### config.mk
export PLATFORM = sky130hd
export DESIGN_NAME = rvie_reset_irq_enable
export DESIGN_NICKNAME = d
export VERILOG_FILES = /design/src/rvie_pkg.sv /design/src/rvie_reset_irq_enable.sv
export VERILOG_INCLUDE_DIRS = /design/src
export SDC_FILE = /design/constraint.sdc
export NUM_CORES = 1
export LEC_CHECK = 0
export BUFFER_PORTS_ARGS = -buffer_cell sky130_fd_sc_hd__buf_4
export CORE_AREA = 2 2 67 117
export CTS_CLUSTER_SIZE = 20
export DETAILED_ROUTE_END_ITERATION = 8
export DIE_AREA = 0 0 69 119
export GPL_TIMING_DRIVEN = 0
export PLACE_DENSITY = 0.83
export SETUP_SLACK_MARGIN = 0.05
export SYNTH_ARGS = -nofsm -noshare
export SYNTH_HDL_FRONTEND = slang
export SYNTH_SLANG_ARGS = --single-unit
### constraint.sdc
create_clock -name i_core_clk -period 4.85 [get_ports i_core_clk]
set_input_delay 0.485 -clock i_core_clk [delete_from_list [all_inputs] [get_ports i_core_clk]]
set_output_delay 0.485 -clock i_core_clk [all_outputs]
set_load 0.05 [all_outputs]
### src/rvie_defs.svh
// offsets, field positions, reset values and masks for the reset/irq-enable block
`ifndef RVIE_DEFS_SVH
`define RVIE_DEFS_SVH
`define RVIE_ADDR_W 4
`define RVIE_OFF_ENABLE 4'h0
`define RVIE_OFF_PC 4'h1
`define RVIE_OFF_PENDING 4'h2
`define RVIE_OFF_EXT_SEL 4'h3
`define RVIE_ENABLE_RESET 16'h0000
`define RVIE_ENABLE_MASK 16'hFEDF
`define RVIE_RESET_ADDR 24'h000000
`define RVIE_PC_STEP 24'h000002
`define RVIE_BIT_SER2_TX 15
`define RVIE_BIT_SER2_RX 14
`define RVIE_BIT_EXT2 13
`define RVIE_BIT_TMR5 12
`define RVIE_BIT_TMR4 11
`define RVIE_BIT_CMP4 10
`define RVIE_BIT_CMP3 9
`define RVIE_BIT_CAP8 7
`define RVIE_BIT_CAP7 6
`define RVIE_BIT_EXT1 4
`define RVIE_BIT_CHG 3
`define RVIE_BIT_CMPR 2
`define RVIE_BIT_I2CM 1
`define RVIE_BIT_I2CS 0
`define RVIE_SEL_W 4
`define RVIE_SEL_NONE 4'h0
`endif

### src/rvie_pkg.sv
// types for the reset/irq-enable block
package rvie_pkg;
    typedef enum logic [0:0] {
        RVIE_HELD = 1'b0,
        RVIE_FETCH = 1'b1
    } rvie_phase_t;

    typedef struct packed {
        rvie_phase_t phase;
        logic [15:0] enable;
        logic [23:0] program_counter;
        logic [3:0] ext1_sel;
        logic [3:0] ext2_sel;
        logic [15:0] rdata;
        logic fetch_req;
    } rvie_state_t;
endpackage : rvie_pkg

### src/rvie_reset_irq_enable.sv
// reset entry and interrupt enable bank one
// Overview of operation
// - Reset is handled outside the interrupt path: no vector fetch, priority or exception work happens on reset.
// - Reset returns all registers to reset value, clearing every implemented enable bit.
// - Reset forces the program counter to zero and fetch starts at address 000000h on release.
// - Bits 15..9 enable serial2 tx, serial2 rx, ext irq two, timer five, timer four, compare 4, compare 3; bit 8 unused.
// - An enabled external irq is sourced only from the remappable pin selected for it, never by the enable alone.
//
// The plain strobed port and the register offsets were decided locally.
`timescale 1ns/1ps
`include "rvie_defs.svh"
module rvie_reset_irq_enable
    import rvie_pkg::*;
(
    input wire logic i_core_clk,
    input wire logic i_rst_b,
    input wire logic [`RVIE_ADDR_W-1:0] i_addr,
    input wire logic [15:0] i_wdata,
    input wire logic i_wr,
    input wire logic i_rd,
    output logic [15:0] o_rdata,
    input wire logic [15:0] i_irq_req,
    input wire logic [14:0] i_remappable_input_pin,
    input wire logic i_fetch_ack,
    output logic [15:0] o_irq_gated,
    output logic o_irq_any,
    output logic [23:0] o_program_counter,
    output logic o_fetch_req
);
    rvie_state_t cur;
    rvie_state_t next_cur;
    logic [15:0] req_src;
    logic ext1_pin;
    logic ext2_pin;
    logic [14:0] ext1_hit;
    logic [14:0] ext2_hit;
    logic sel_enable;
    logic sel_pc;
    logic sel_pending;
    logic sel_ext_sel;
    logic [15:0] enable_view;
    logic [15:0] write_value;
    logic [15:0] read_value;

    // named views of the enable bank
    logic serial2_transmit_irq_enable;
    logic serial2_receive_irq_enable;
    logic external_irq_two_enable;
    logic timer_five_irq_enable;
    logic timer_four_irq_enable;
    logic compare_ch4_irq_enable;
    logic compare_ch3_irq_enable;
    logic capture_ch8_irq_enable;
    logic capture_ch7_irq_enable;
    logic external_irq_one_enable;
    logic change_notify_irq_enable;
    logic comparator_irq_enable;
    logic i2c_one_master_irq_enable;
    logic i2c_one_slave_irq_enable;

    // named request lines as they reach the gate
    logic serial2_transmit_req;
    logic serial2_receive_req;
    logic external_two_req;
    logic timer_five_req;
    logic timer_four_req;
    logic compare_ch4_req;
    logic compare_ch3_req;
    logic capture_ch8_req;
    logic capture_ch7_req;
    logic external_one_req;
    logic change_notify_req;
    logic comparator_req;
    logic i2c_one_master_req;
    logic i2c_one_slave_req;

    // named gated lines toward the core
    logic serial2_transmit_gated;
    logic serial2_receive_gated;
    logic external_two_gated;
    logic timer_five_gated;
    logic timer_four_gated;
    logic compare_ch4_gated;
    logic compare_ch3_gated;
    logic capture_ch8_gated;
    logic capture_ch7_gated;
    logic external_one_gated;
    logic change_notify_gated;
    logic comparator_gated;
    logic i2c_one_master_gated;
    logic i2c_one_slave_gated;

    // selector 0 means unassigned; 1..15 pick pin index sel-1
    genvar p;
    generate
        for (p = 0; p < 15; p++) begin : g_pin_route
            assign ext1_hit[p] = (cur.ext1_sel == 4'(p + 1)) & i_remappable_input_pin[p];
            assign ext2_hit[p] = (cur.ext2_sel == 4'(p + 1)) & i_remappable_input_pin[p];
        end
    endgenerate
    // an unassigned selector matches no pin, so the source stays low
    assign ext1_pin = |ext1_hit;
    assign ext2_pin = |ext2_hit;

    // register index decode shared by the write and read paths
    always_comb begin
        sel_enable = 1'b0;
        sel_pc = 1'b0;
        sel_pending = 1'b0;
        sel_ext_sel = 1'b0;
        if (i_addr == `RVIE_OFF_ENABLE) begin
            sel_enable = 1'b1;
        end else if (i_addr == `RVIE_OFF_PC) begin
            sel_pc = 1'b1;
        end else if (i_addr == `RVIE_OFF_PENDING) begin
            sel_pending = 1'b1;
        end else if (i_addr == `RVIE_OFF_EXT_SEL) begin
            sel_ext_sel = 1'b1;
        end
    end

    // external sources come only from the pin route, never from i_irq_req
    assign serial2_transmit_req = i_irq_req[`RVIE_BIT_SER2_TX];
    assign serial2_receive_req = i_irq_req[`RVIE_BIT_SER2_RX];
    assign external_two_req = ext2_pin;
    assign timer_five_req = i_irq_req[`RVIE_BIT_TMR5];
    assign timer_four_req = i_irq_req[`RVIE_BIT_TMR4];
    assign compare_ch4_req = i_irq_req[`RVIE_BIT_CMP4];
    assign compare_ch3_req = i_irq_req[`RVIE_BIT_CMP3];
    assign capture_ch8_req = i_irq_req[`RVIE_BIT_CAP8];
    assign capture_ch7_req = i_irq_req[`RVIE_BIT_CAP7];
    assign external_one_req = ext1_pin;
    assign change_notify_req = i_irq_req[`RVIE_BIT_CHG];
    assign comparator_req = i_irq_req[`RVIE_BIT_CMPR];
    assign i2c_one_master_req = i_irq_req[`RVIE_BIT_I2CM];
    assign i2c_one_slave_req = i_irq_req[`RVIE_BIT_I2CS];

    // unimplemented positions 8 and 5 stay low in every assembled word
    always_comb begin
        req_src = 16'h0000;
        req_src[`RVIE_BIT_SER2_TX] = serial2_transmit_req;
        req_src[`RVIE_BIT_SER2_RX] = serial2_receive_req;
        req_src[`RVIE_BIT_EXT2] = external_two_req;
        req_src[`RVIE_BIT_TMR5] = timer_five_req;
        req_src[`RVIE_BIT_TMR4] = timer_four_req;
        req_src[`RVIE_BIT_CMP4] = compare_ch4_req;
        req_src[`RVIE_BIT_CMP3] = compare_ch3_req;
        req_src[`RVIE_BIT_CAP8] = capture_ch8_req;
        req_src[`RVIE_BIT_CAP7] = capture_ch7_req;
        req_src[`RVIE_BIT_EXT1] = external_one_req;
        req_src[`RVIE_BIT_CHG] = change_notify_req;
        req_src[`RVIE_BIT_CMPR] = comparator_req;
        req_src[`RVIE_BIT_I2CM] = i2c_one_master_req;
        req_src[`RVIE_BIT_I2CS] = i2c_one_slave_req;
    end

    assign serial2_transmit_irq_enable = cur.enable[`RVIE_BIT_SER2_TX];
    assign serial2_receive_irq_enable = cur.enable[`RVIE_BIT_SER2_RX];
    assign external_irq_two_enable = cur.enable[`RVIE_BIT_EXT2];
    assign timer_five_irq_enable = cur.enable[`RVIE_BIT_TMR5];
    assign timer_four_irq_enable = cur.enable[`RVIE_BIT_TMR4];
    assign compare_ch4_irq_enable = cur.enable[`RVIE_BIT_CMP4];
    assign compare_ch3_irq_enable = cur.enable[`RVIE_BIT_CMP3];
    assign capture_ch8_irq_enable = cur.enable[`RVIE_BIT_CAP8];
    assign capture_ch7_irq_enable = cur.enable[`RVIE_BIT_CAP7];
    assign external_irq_one_enable = cur.enable[`RVIE_BIT_EXT1];
    assign change_notify_irq_enable = cur.enable[`RVIE_BIT_CHG];
    assign comparator_irq_enable = cur.enable[`RVIE_BIT_CMPR];
    assign i2c_one_master_irq_enable = cur.enable[`RVIE_BIT_I2CM];
    assign i2c_one_slave_irq_enable = cur.enable[`RVIE_BIT_I2CS];

    always_comb begin
        enable_view = 16'h0000;
        enable_view[`RVIE_BIT_SER2_TX] = serial2_transmit_irq_enable;
        enable_view[`RVIE_BIT_SER2_RX] = serial2_receive_irq_enable;
        enable_view[`RVIE_BIT_EXT2] = external_irq_two_enable;
        enable_view[`RVIE_BIT_TMR5] = timer_five_irq_enable;
        enable_view[`RVIE_BIT_TMR4] = timer_four_irq_enable;
        enable_view[`RVIE_BIT_CMP4] = compare_ch4_irq_enable;
        enable_view[`RVIE_BIT_CMP3] = compare_ch3_irq_enable;
        enable_view[`RVIE_BIT_CAP8] = capture_ch8_irq_enable;
        enable_view[`RVIE_BIT_CAP7] = capture_ch7_irq_enable;
        enable_view[`RVIE_BIT_EXT1] = external_irq_one_enable;
        enable_view[`RVIE_BIT_CHG] = change_notify_irq_enable;
        enable_view[`RVIE_BIT_CMPR] = comparator_irq_enable;
        enable_view[`RVIE_BIT_I2CM] = i2c_one_master_irq_enable;
        enable_view[`RVIE_BIT_I2CS] = i2c_one_slave_irq_enable;
    end

    // only implemented bits are taken from a write
    always_comb begin
        write_value = 16'h0000;
        write_value[`RVIE_BIT_SER2_TX] = i_wdata[`RVIE_BIT_SER2_TX];
        write_value[`RVIE_BIT_SER2_RX] = i_wdata[`RVIE_BIT_SER2_RX];
        write_value[`RVIE_BIT_EXT2] = i_wdata[`RVIE_BIT_EXT2];
        write_value[`RVIE_BIT_TMR5] = i_wdata[`RVIE_BIT_TMR5];
        write_value[`RVIE_BIT_TMR4] = i_wdata[`RVIE_BIT_TMR4];
        write_value[`RVIE_BIT_CMP4] = i_wdata[`RVIE_BIT_CMP4];
        write_value[`RVIE_BIT_CMP3] = i_wdata[`RVIE_BIT_CMP3];
        write_value[`RVIE_BIT_CAP8] = i_wdata[`RVIE_BIT_CAP8];
        write_value[`RVIE_BIT_CAP7] = i_wdata[`RVIE_BIT_CAP7];
        write_value[`RVIE_BIT_EXT1] = i_wdata[`RVIE_BIT_EXT1];
        write_value[`RVIE_BIT_CHG] = i_wdata[`RVIE_BIT_CHG];
        write_value[`RVIE_BIT_CMPR] = i_wdata[`RVIE_BIT_CMPR];
        write_value[`RVIE_BIT_I2CM] = i_wdata[`RVIE_BIT_I2CM];
        write_value[`RVIE_BIT_I2CS] = i_wdata[`RVIE_BIT_I2CS];
    end

    // unmapped indices read as zero
    always_comb begin
        read_value = 16'h0000;
        if (sel_enable) begin
            read_value = enable_view;
        end else if (sel_pc) begin
            read_value = cur.program_counter[15:0];
        end else if (sel_pending) begin
            read_value = o_irq_gated;
        end else if (sel_ext_sel) begin
            read_value = {8'h00, cur.ext2_sel, cur.ext1_sel};
        end
    end

    assign serial2_transmit_gated = o_irq_gated[`RVIE_BIT_SER2_TX];
    assign serial2_receive_gated = o_irq_gated[`RVIE_BIT_SER2_RX];
    assign external_two_gated = o_irq_gated[`RVIE_BIT_EXT2];
    assign timer_five_gated = o_irq_gated[`RVIE_BIT_TMR5];
    assign timer_four_gated = o_irq_gated[`RVIE_BIT_TMR4];
    assign compare_ch4_gated = o_irq_gated[`RVIE_BIT_CMP4];
    assign compare_ch3_gated = o_irq_gated[`RVIE_BIT_CMP3];
    assign capture_ch8_gated = o_irq_gated[`RVIE_BIT_CAP8];
    assign capture_ch7_gated = o_irq_gated[`RVIE_BIT_CAP7];
    assign external_one_gated = o_irq_gated[`RVIE_BIT_EXT1];
    assign change_notify_gated = o_irq_gated[`RVIE_BIT_CHG];
    assign comparator_gated = o_irq_gated[`RVIE_BIT_CMPR];
    assign i2c_one_master_gated = o_irq_gated[`RVIE_BIT_I2CM];
    assign i2c_one_slave_gated = o_irq_gated[`RVIE_BIT_I2CS];

    genvar g;
    generate
        for (g = 0; g < 16; g++) begin : g_gate
            assign o_irq_gated[g] = req_src[g] & cur.enable[g];
        end
    endgenerate

    // the request output only summarises; reset forces it low only by clearing the enables
    assign o_irq_any = serial2_transmit_gated
        | serial2_receive_gated
        | external_two_gated
        | timer_five_gated
        | timer_four_gated
        | compare_ch4_gated
        | compare_ch3_gated
        | capture_ch8_gated
        | capture_ch7_gated
        | external_one_gated
        | change_notify_gated
        | comparator_gated
        | i2c_one_master_gated
        | i2c_one_slave_gated;
    assign o_rdata = cur.rdata;
    assign o_program_counter = cur.program_counter;
    assign o_fetch_req = cur.fetch_req;

    always_comb begin
        next_cur = cur;
        // unimplemented bits 8 and 5 are masked so they always read zero
        if (i_wr && sel_enable) begin
            next_cur.enable = write_value;
        end
        if (i_wr && sel_ext_sel) begin
            next_cur.ext1_sel = i_wdata[3:0];
            next_cur.ext2_sel = i_wdata[7:4];
        end
        // read data stand for one cycle only
        next_cur.rdata = 16'h0000;
        if (i_rd) begin
            next_cur.rdata = read_value;
        end
        // first edge after release: issue fetch at the reset address
        case (cur.phase)
            RVIE_HELD: begin
                next_cur.phase = RVIE_FETCH;
                next_cur.fetch_req = 1'b1;
            end
            RVIE_FETCH: begin
                next_cur.fetch_req = 1'b1;
                if (i_fetch_ack) begin
                    next_cur.program_counter = cur.program_counter + `RVIE_PC_STEP;
                end
            end
            default: begin
                next_cur.phase = RVIE_HELD;
            end
        endcase
    end

    always_ff @(posedge i_core_clk or negedge i_rst_b) begin
        if (!i_rst_b) begin
            cur.phase <= RVIE_HELD;
            cur.enable <= `RVIE_ENABLE_RESET;
            cur.program_counter <= `RVIE_RESET_ADDR;
            cur.ext1_sel <= `RVIE_SEL_NONE;
            cur.ext2_sel <= `RVIE_SEL_NONE;
            cur.rdata <= 16'h0000;
            cur.fetch_req <= 1'b0;
        end else begin
            cur <= next_cur;
        end
    end
endmodule : rvie_reset_irq_enable

==> results by group <==
Logic synthesis
  – Synth async-reset ratio: 1.00
  – Mapped Area: 0.00354 mm2
  – Synth Instances: 348
  – Adder-cell share of the synthesized area: 0.00353
  – Largest family of logic cells by synthesized area: simple AND/OR/NAND/NOR gates
  – Mux contribution to synthesized area: 0.129
  – Post-synthesis compound-gate area fraction: 0.0706
  – Xor-xnor portion of the synthesized cell area: 0.0544
  – Syn. warnings: 0
  – Register area share after synthesis: 0.438
  – EDFF count, synth: 0
  – Post-synthesis simple-gate area fraction: 0.161
  – #FFs+latches synth: 62
  – Library cells used by synthesis: 42
  – Syn avg cell area: 10.2 um2
  – Ys flop type: dfrtp_1

Critical path
  – Most common cell on crit path: or4_1
  – Kind of critical path: flop to primary output
  – Worst EP arrival: 2.69 ns
  – Critical Path Sink Type: primary output
  – Critical path launch point type: flop
  – Crit path from: cur[50]$_DFFE_PN0P_
  – CP Cell Sequence: and2_1 > or4_1 > or4_1 > or4_1 > buf_4
  – Slowest cell delay on critical path: 0.55 ns
  – Data required time of the critical path: 4.37 ns
  – Worst reg2reg startpoint: cur[21]$_DFFE_PN0P_
  – Critical path fanouts, max: 3
  – Slowest-stage cell, CP: or4_1

Layout
  – Most frequent cells in the layout: 162 x buf_4, 62 x dfrtp_1, 29 x nand2_1
  – Post-route insts no fill: 558
  – Multi-input logic area: 0.00150 mm2
  – Share of layout cells above drive strength 1: 0.464
  – Area Overhead vs Synth: 34.7%
  – Number of inserted diodes: 0
  – Commonest non-fill, non-tap cell in the layout: buf_4
  – Flip-flop and latch area: 0.00155 mm2
  – # nets final: 523
  – Fillcell total: 602

Power and ir drop
  – Reg power frac: 0.343
  – P_sw: 638 uW
  – Switching Fraction: 0.324
  – Clk network pwr share: 0.349
  – Combinational group share of total power: 0.308
  – Leak: 0.00240 uW
  – Int Power: 1330 uW
  – PwrDens: 412 mW/mm2
  – Worst vdd ir: 0.292 mV

STA
  – RSZ-0062 raised after global routing: no
  – Setup Skew: 0.00465 ns
  – Least-Margin Pin Slew: 1.17 ns
  – Final setup fails: 0
  – Final TNS setup: 0 ns
  – FMAX: 315 MHz
  – Slew Viols, Final: 0
  – Worst slew margin: 0.211
  – Fin. Hold Viols: 0
  – Crit path time final: 3.17 ns
  – Fin crit share: 0.654

Route
  – Total wire length: 9000 um
  – Via count: 2901
  – DR WL/cell: 16.1 um
  – Pre-antenna DRT Iters: 4
  – DR DRC count: 0
  – ANT nets after route: 0
  – Routed vias/inst: 5.20
  – 1st-iter DRT viols: 134

Clocking
  – CTS sink cnt: 62
  – H-tree Lvls: 3
  – Clock buffer depth: 2
  – Root Driver: clkbuf_16
  – CTS tree: built
  – CTS buffer count: 9
  – Clock transition at the registers of the reported paths: 0.05 ns
  – Post-cts resize count: 0
  – Post-CTS Hold Fix Bufs: 0
  – Clock Latency Late Sink: 0.33 ns
  – Post-CTS setup buffer count: 0

Placed design
  – DP Cell Count: 543
  – Post-DP HPWL: 6890 um
  – PortBufs: 105
  – Placer Congestion: 0.899

Floorplan
  – IO Pins: 114
  – Initial core utilization: 0.482
  – Die extent in y: 119 um
  – Placeable Area: 0.00736 mm2
  – Die Area: 0.00821 mm2
  – # rows: 42
  – Die Width: 69 um

GRT
  – All-Layer GR Usage: 0.230
  – Met3 Use GR: 0.0440
  – Gr ovfl total: 0
  – Number of global-route vias before repair: 2953
  – Pin count of the biggest net entering global routing: 63
  – Busiest grt layer: met2
  – GR Layer Usage met2: 0.415
  – First-pass GRT wire length: 14700 um
  – Met1 Usage GRT: 0.252
  – Initial antenna violation count: 0

Run
  – Max-cap violations: 0

Hold path
  – HP Class: primary input to asynchronous set/reset pin

Run status
  – Status: finished clean
## cell usage after synthesis, types with 3 or more instances
| cell | instances | area, um2 |
|---|---|---|
| a21oi_1 | 21 | 105 |
| a31oi_1 | 3 | 18.8 |
| and2_1 | 12 | 75.1 |
| and3_1 | 4 | 25.0 |
| buf_4 | 57 | 428 |
| clkbuf_1 | 7 | 26.3 |
| dfrtp_1 | 62 | 1550 |
| inv_1 | 7 | 26.3 |
| mux2_2 | 24 | 270 |
| mux2i_1 | 12 | 120 |
| mux4_2 | 3 | 67.6 |
| nand2_1 | 29 | 109 |
| nand3_1 | 14 | 70.1 |
| nand4_1 | 4 | 25.0 |
| nor2_1 | 17 | 63.8 |
| nor3_1 | 4 | 20.0 |
| o21ai_0 | 6 | 30.0 |
| or3b_2 | 9 | 78.8 |
| or4_1 | 4 | 30.0 |
| xnor2_1 | 16 | 140 |
| xor2_1 | 6 | 52.6 |
## kinds of logic after synthesis
group / Yosys count
AO/OA/AOI/OAI: 41
XOR/XNOR: 22
adder cells (fa/ha/maj): 1
buffers and inverters: 74
flip-flops: 62
multiplexers: 39
other: 2
AND/OR/NAND/NOR: 107
## registers in the layout, indices dropped and copies added, names as in the netlist
signal	count
o_rdata	16
capture_ch8_irq_enable	1
comparator_irq_enable	1
o_program_counter	23
compare_ch3_irq_enable	1
compare_ch4_irq_enable	1
change_notify_irq_enable	1
cur	17
capture_ch7_irq_enable	1
## through the flow
step	setup slack (ns)	hold WS, ns	power [uW]	cell area [um2]	util
2_1_floorplan	2.12	0.189	1090	3550	-
3_3_place_gp	1.80	0.462	1270	4450	0.605
3_5_place_dp	1.81	0.482	1280	4450	0.605
4_1_cts	1.67	0.258	1980	4770	0.649
5_1_grt	1.59	0.292	2040	4770	0.649
6_report	1.68	0.237	1970	4770	0.649
## area by class of cell
class | instances | share of cell area
plain buffers | 67 | 0.0994
multi-input cells | 214 | 0.314
repair buffers | 105 | 0.165
flip-flops and latches | 62 | 0.325
inverters | 7 | 0.00551
well taps | 88 | 0.0231
clock inverters | 4 | 0.0147
clock buffers | 11 | 0.0530
## path summary, 6_finish.rpt
check                                                        to  slack (ns)  cells past startpoint
setup / recovery                                      o_irq_any        1.68                      5
hold / removal                                cur[65]$_DFF_PN0_        0.24                      1
setup reg to reg                           o_rdata[4]$_DFF_PN0_        2.77                      6
hold reg to reg               o_program_counter[23]$_DFFE_PN0P_        0.49                      1
max in group asynchronous  change_notify_irq_enable$_DFFE_PN0P_        4.10                      1
min in group i_core_clk                     cur[18]$_DFFE_PN0P_        0.39                      2
## worst max-delay path: cells and delay by family, from the launching register on
| family | cells | cell delay (ns) |
|---|---|---|
| flops | 1 | 0.40 |
| buf+inv | 1 | 0.21 |
| simple gates | 4 | 1.73 |
## power by group through the flow
stage / registers, uW / logic (uW) / clock network (uW)
floorplan: 650 / 440 / 0
global placement: 674 / 594 / 0
detailed placement: 679 / 603 / 0
CTS: 672 / 608 / 699
global route: 685 / 639 / 718
finish: 674 / 606 / 687
## metal layers
metal	up-vias	wire length [um]
met5	-	0
met3	21	391
met2	107	4990
met4	0	339
li1	1375	-
met1	1398	3280
Note: power is estimated with default switching activity, not from simulation.
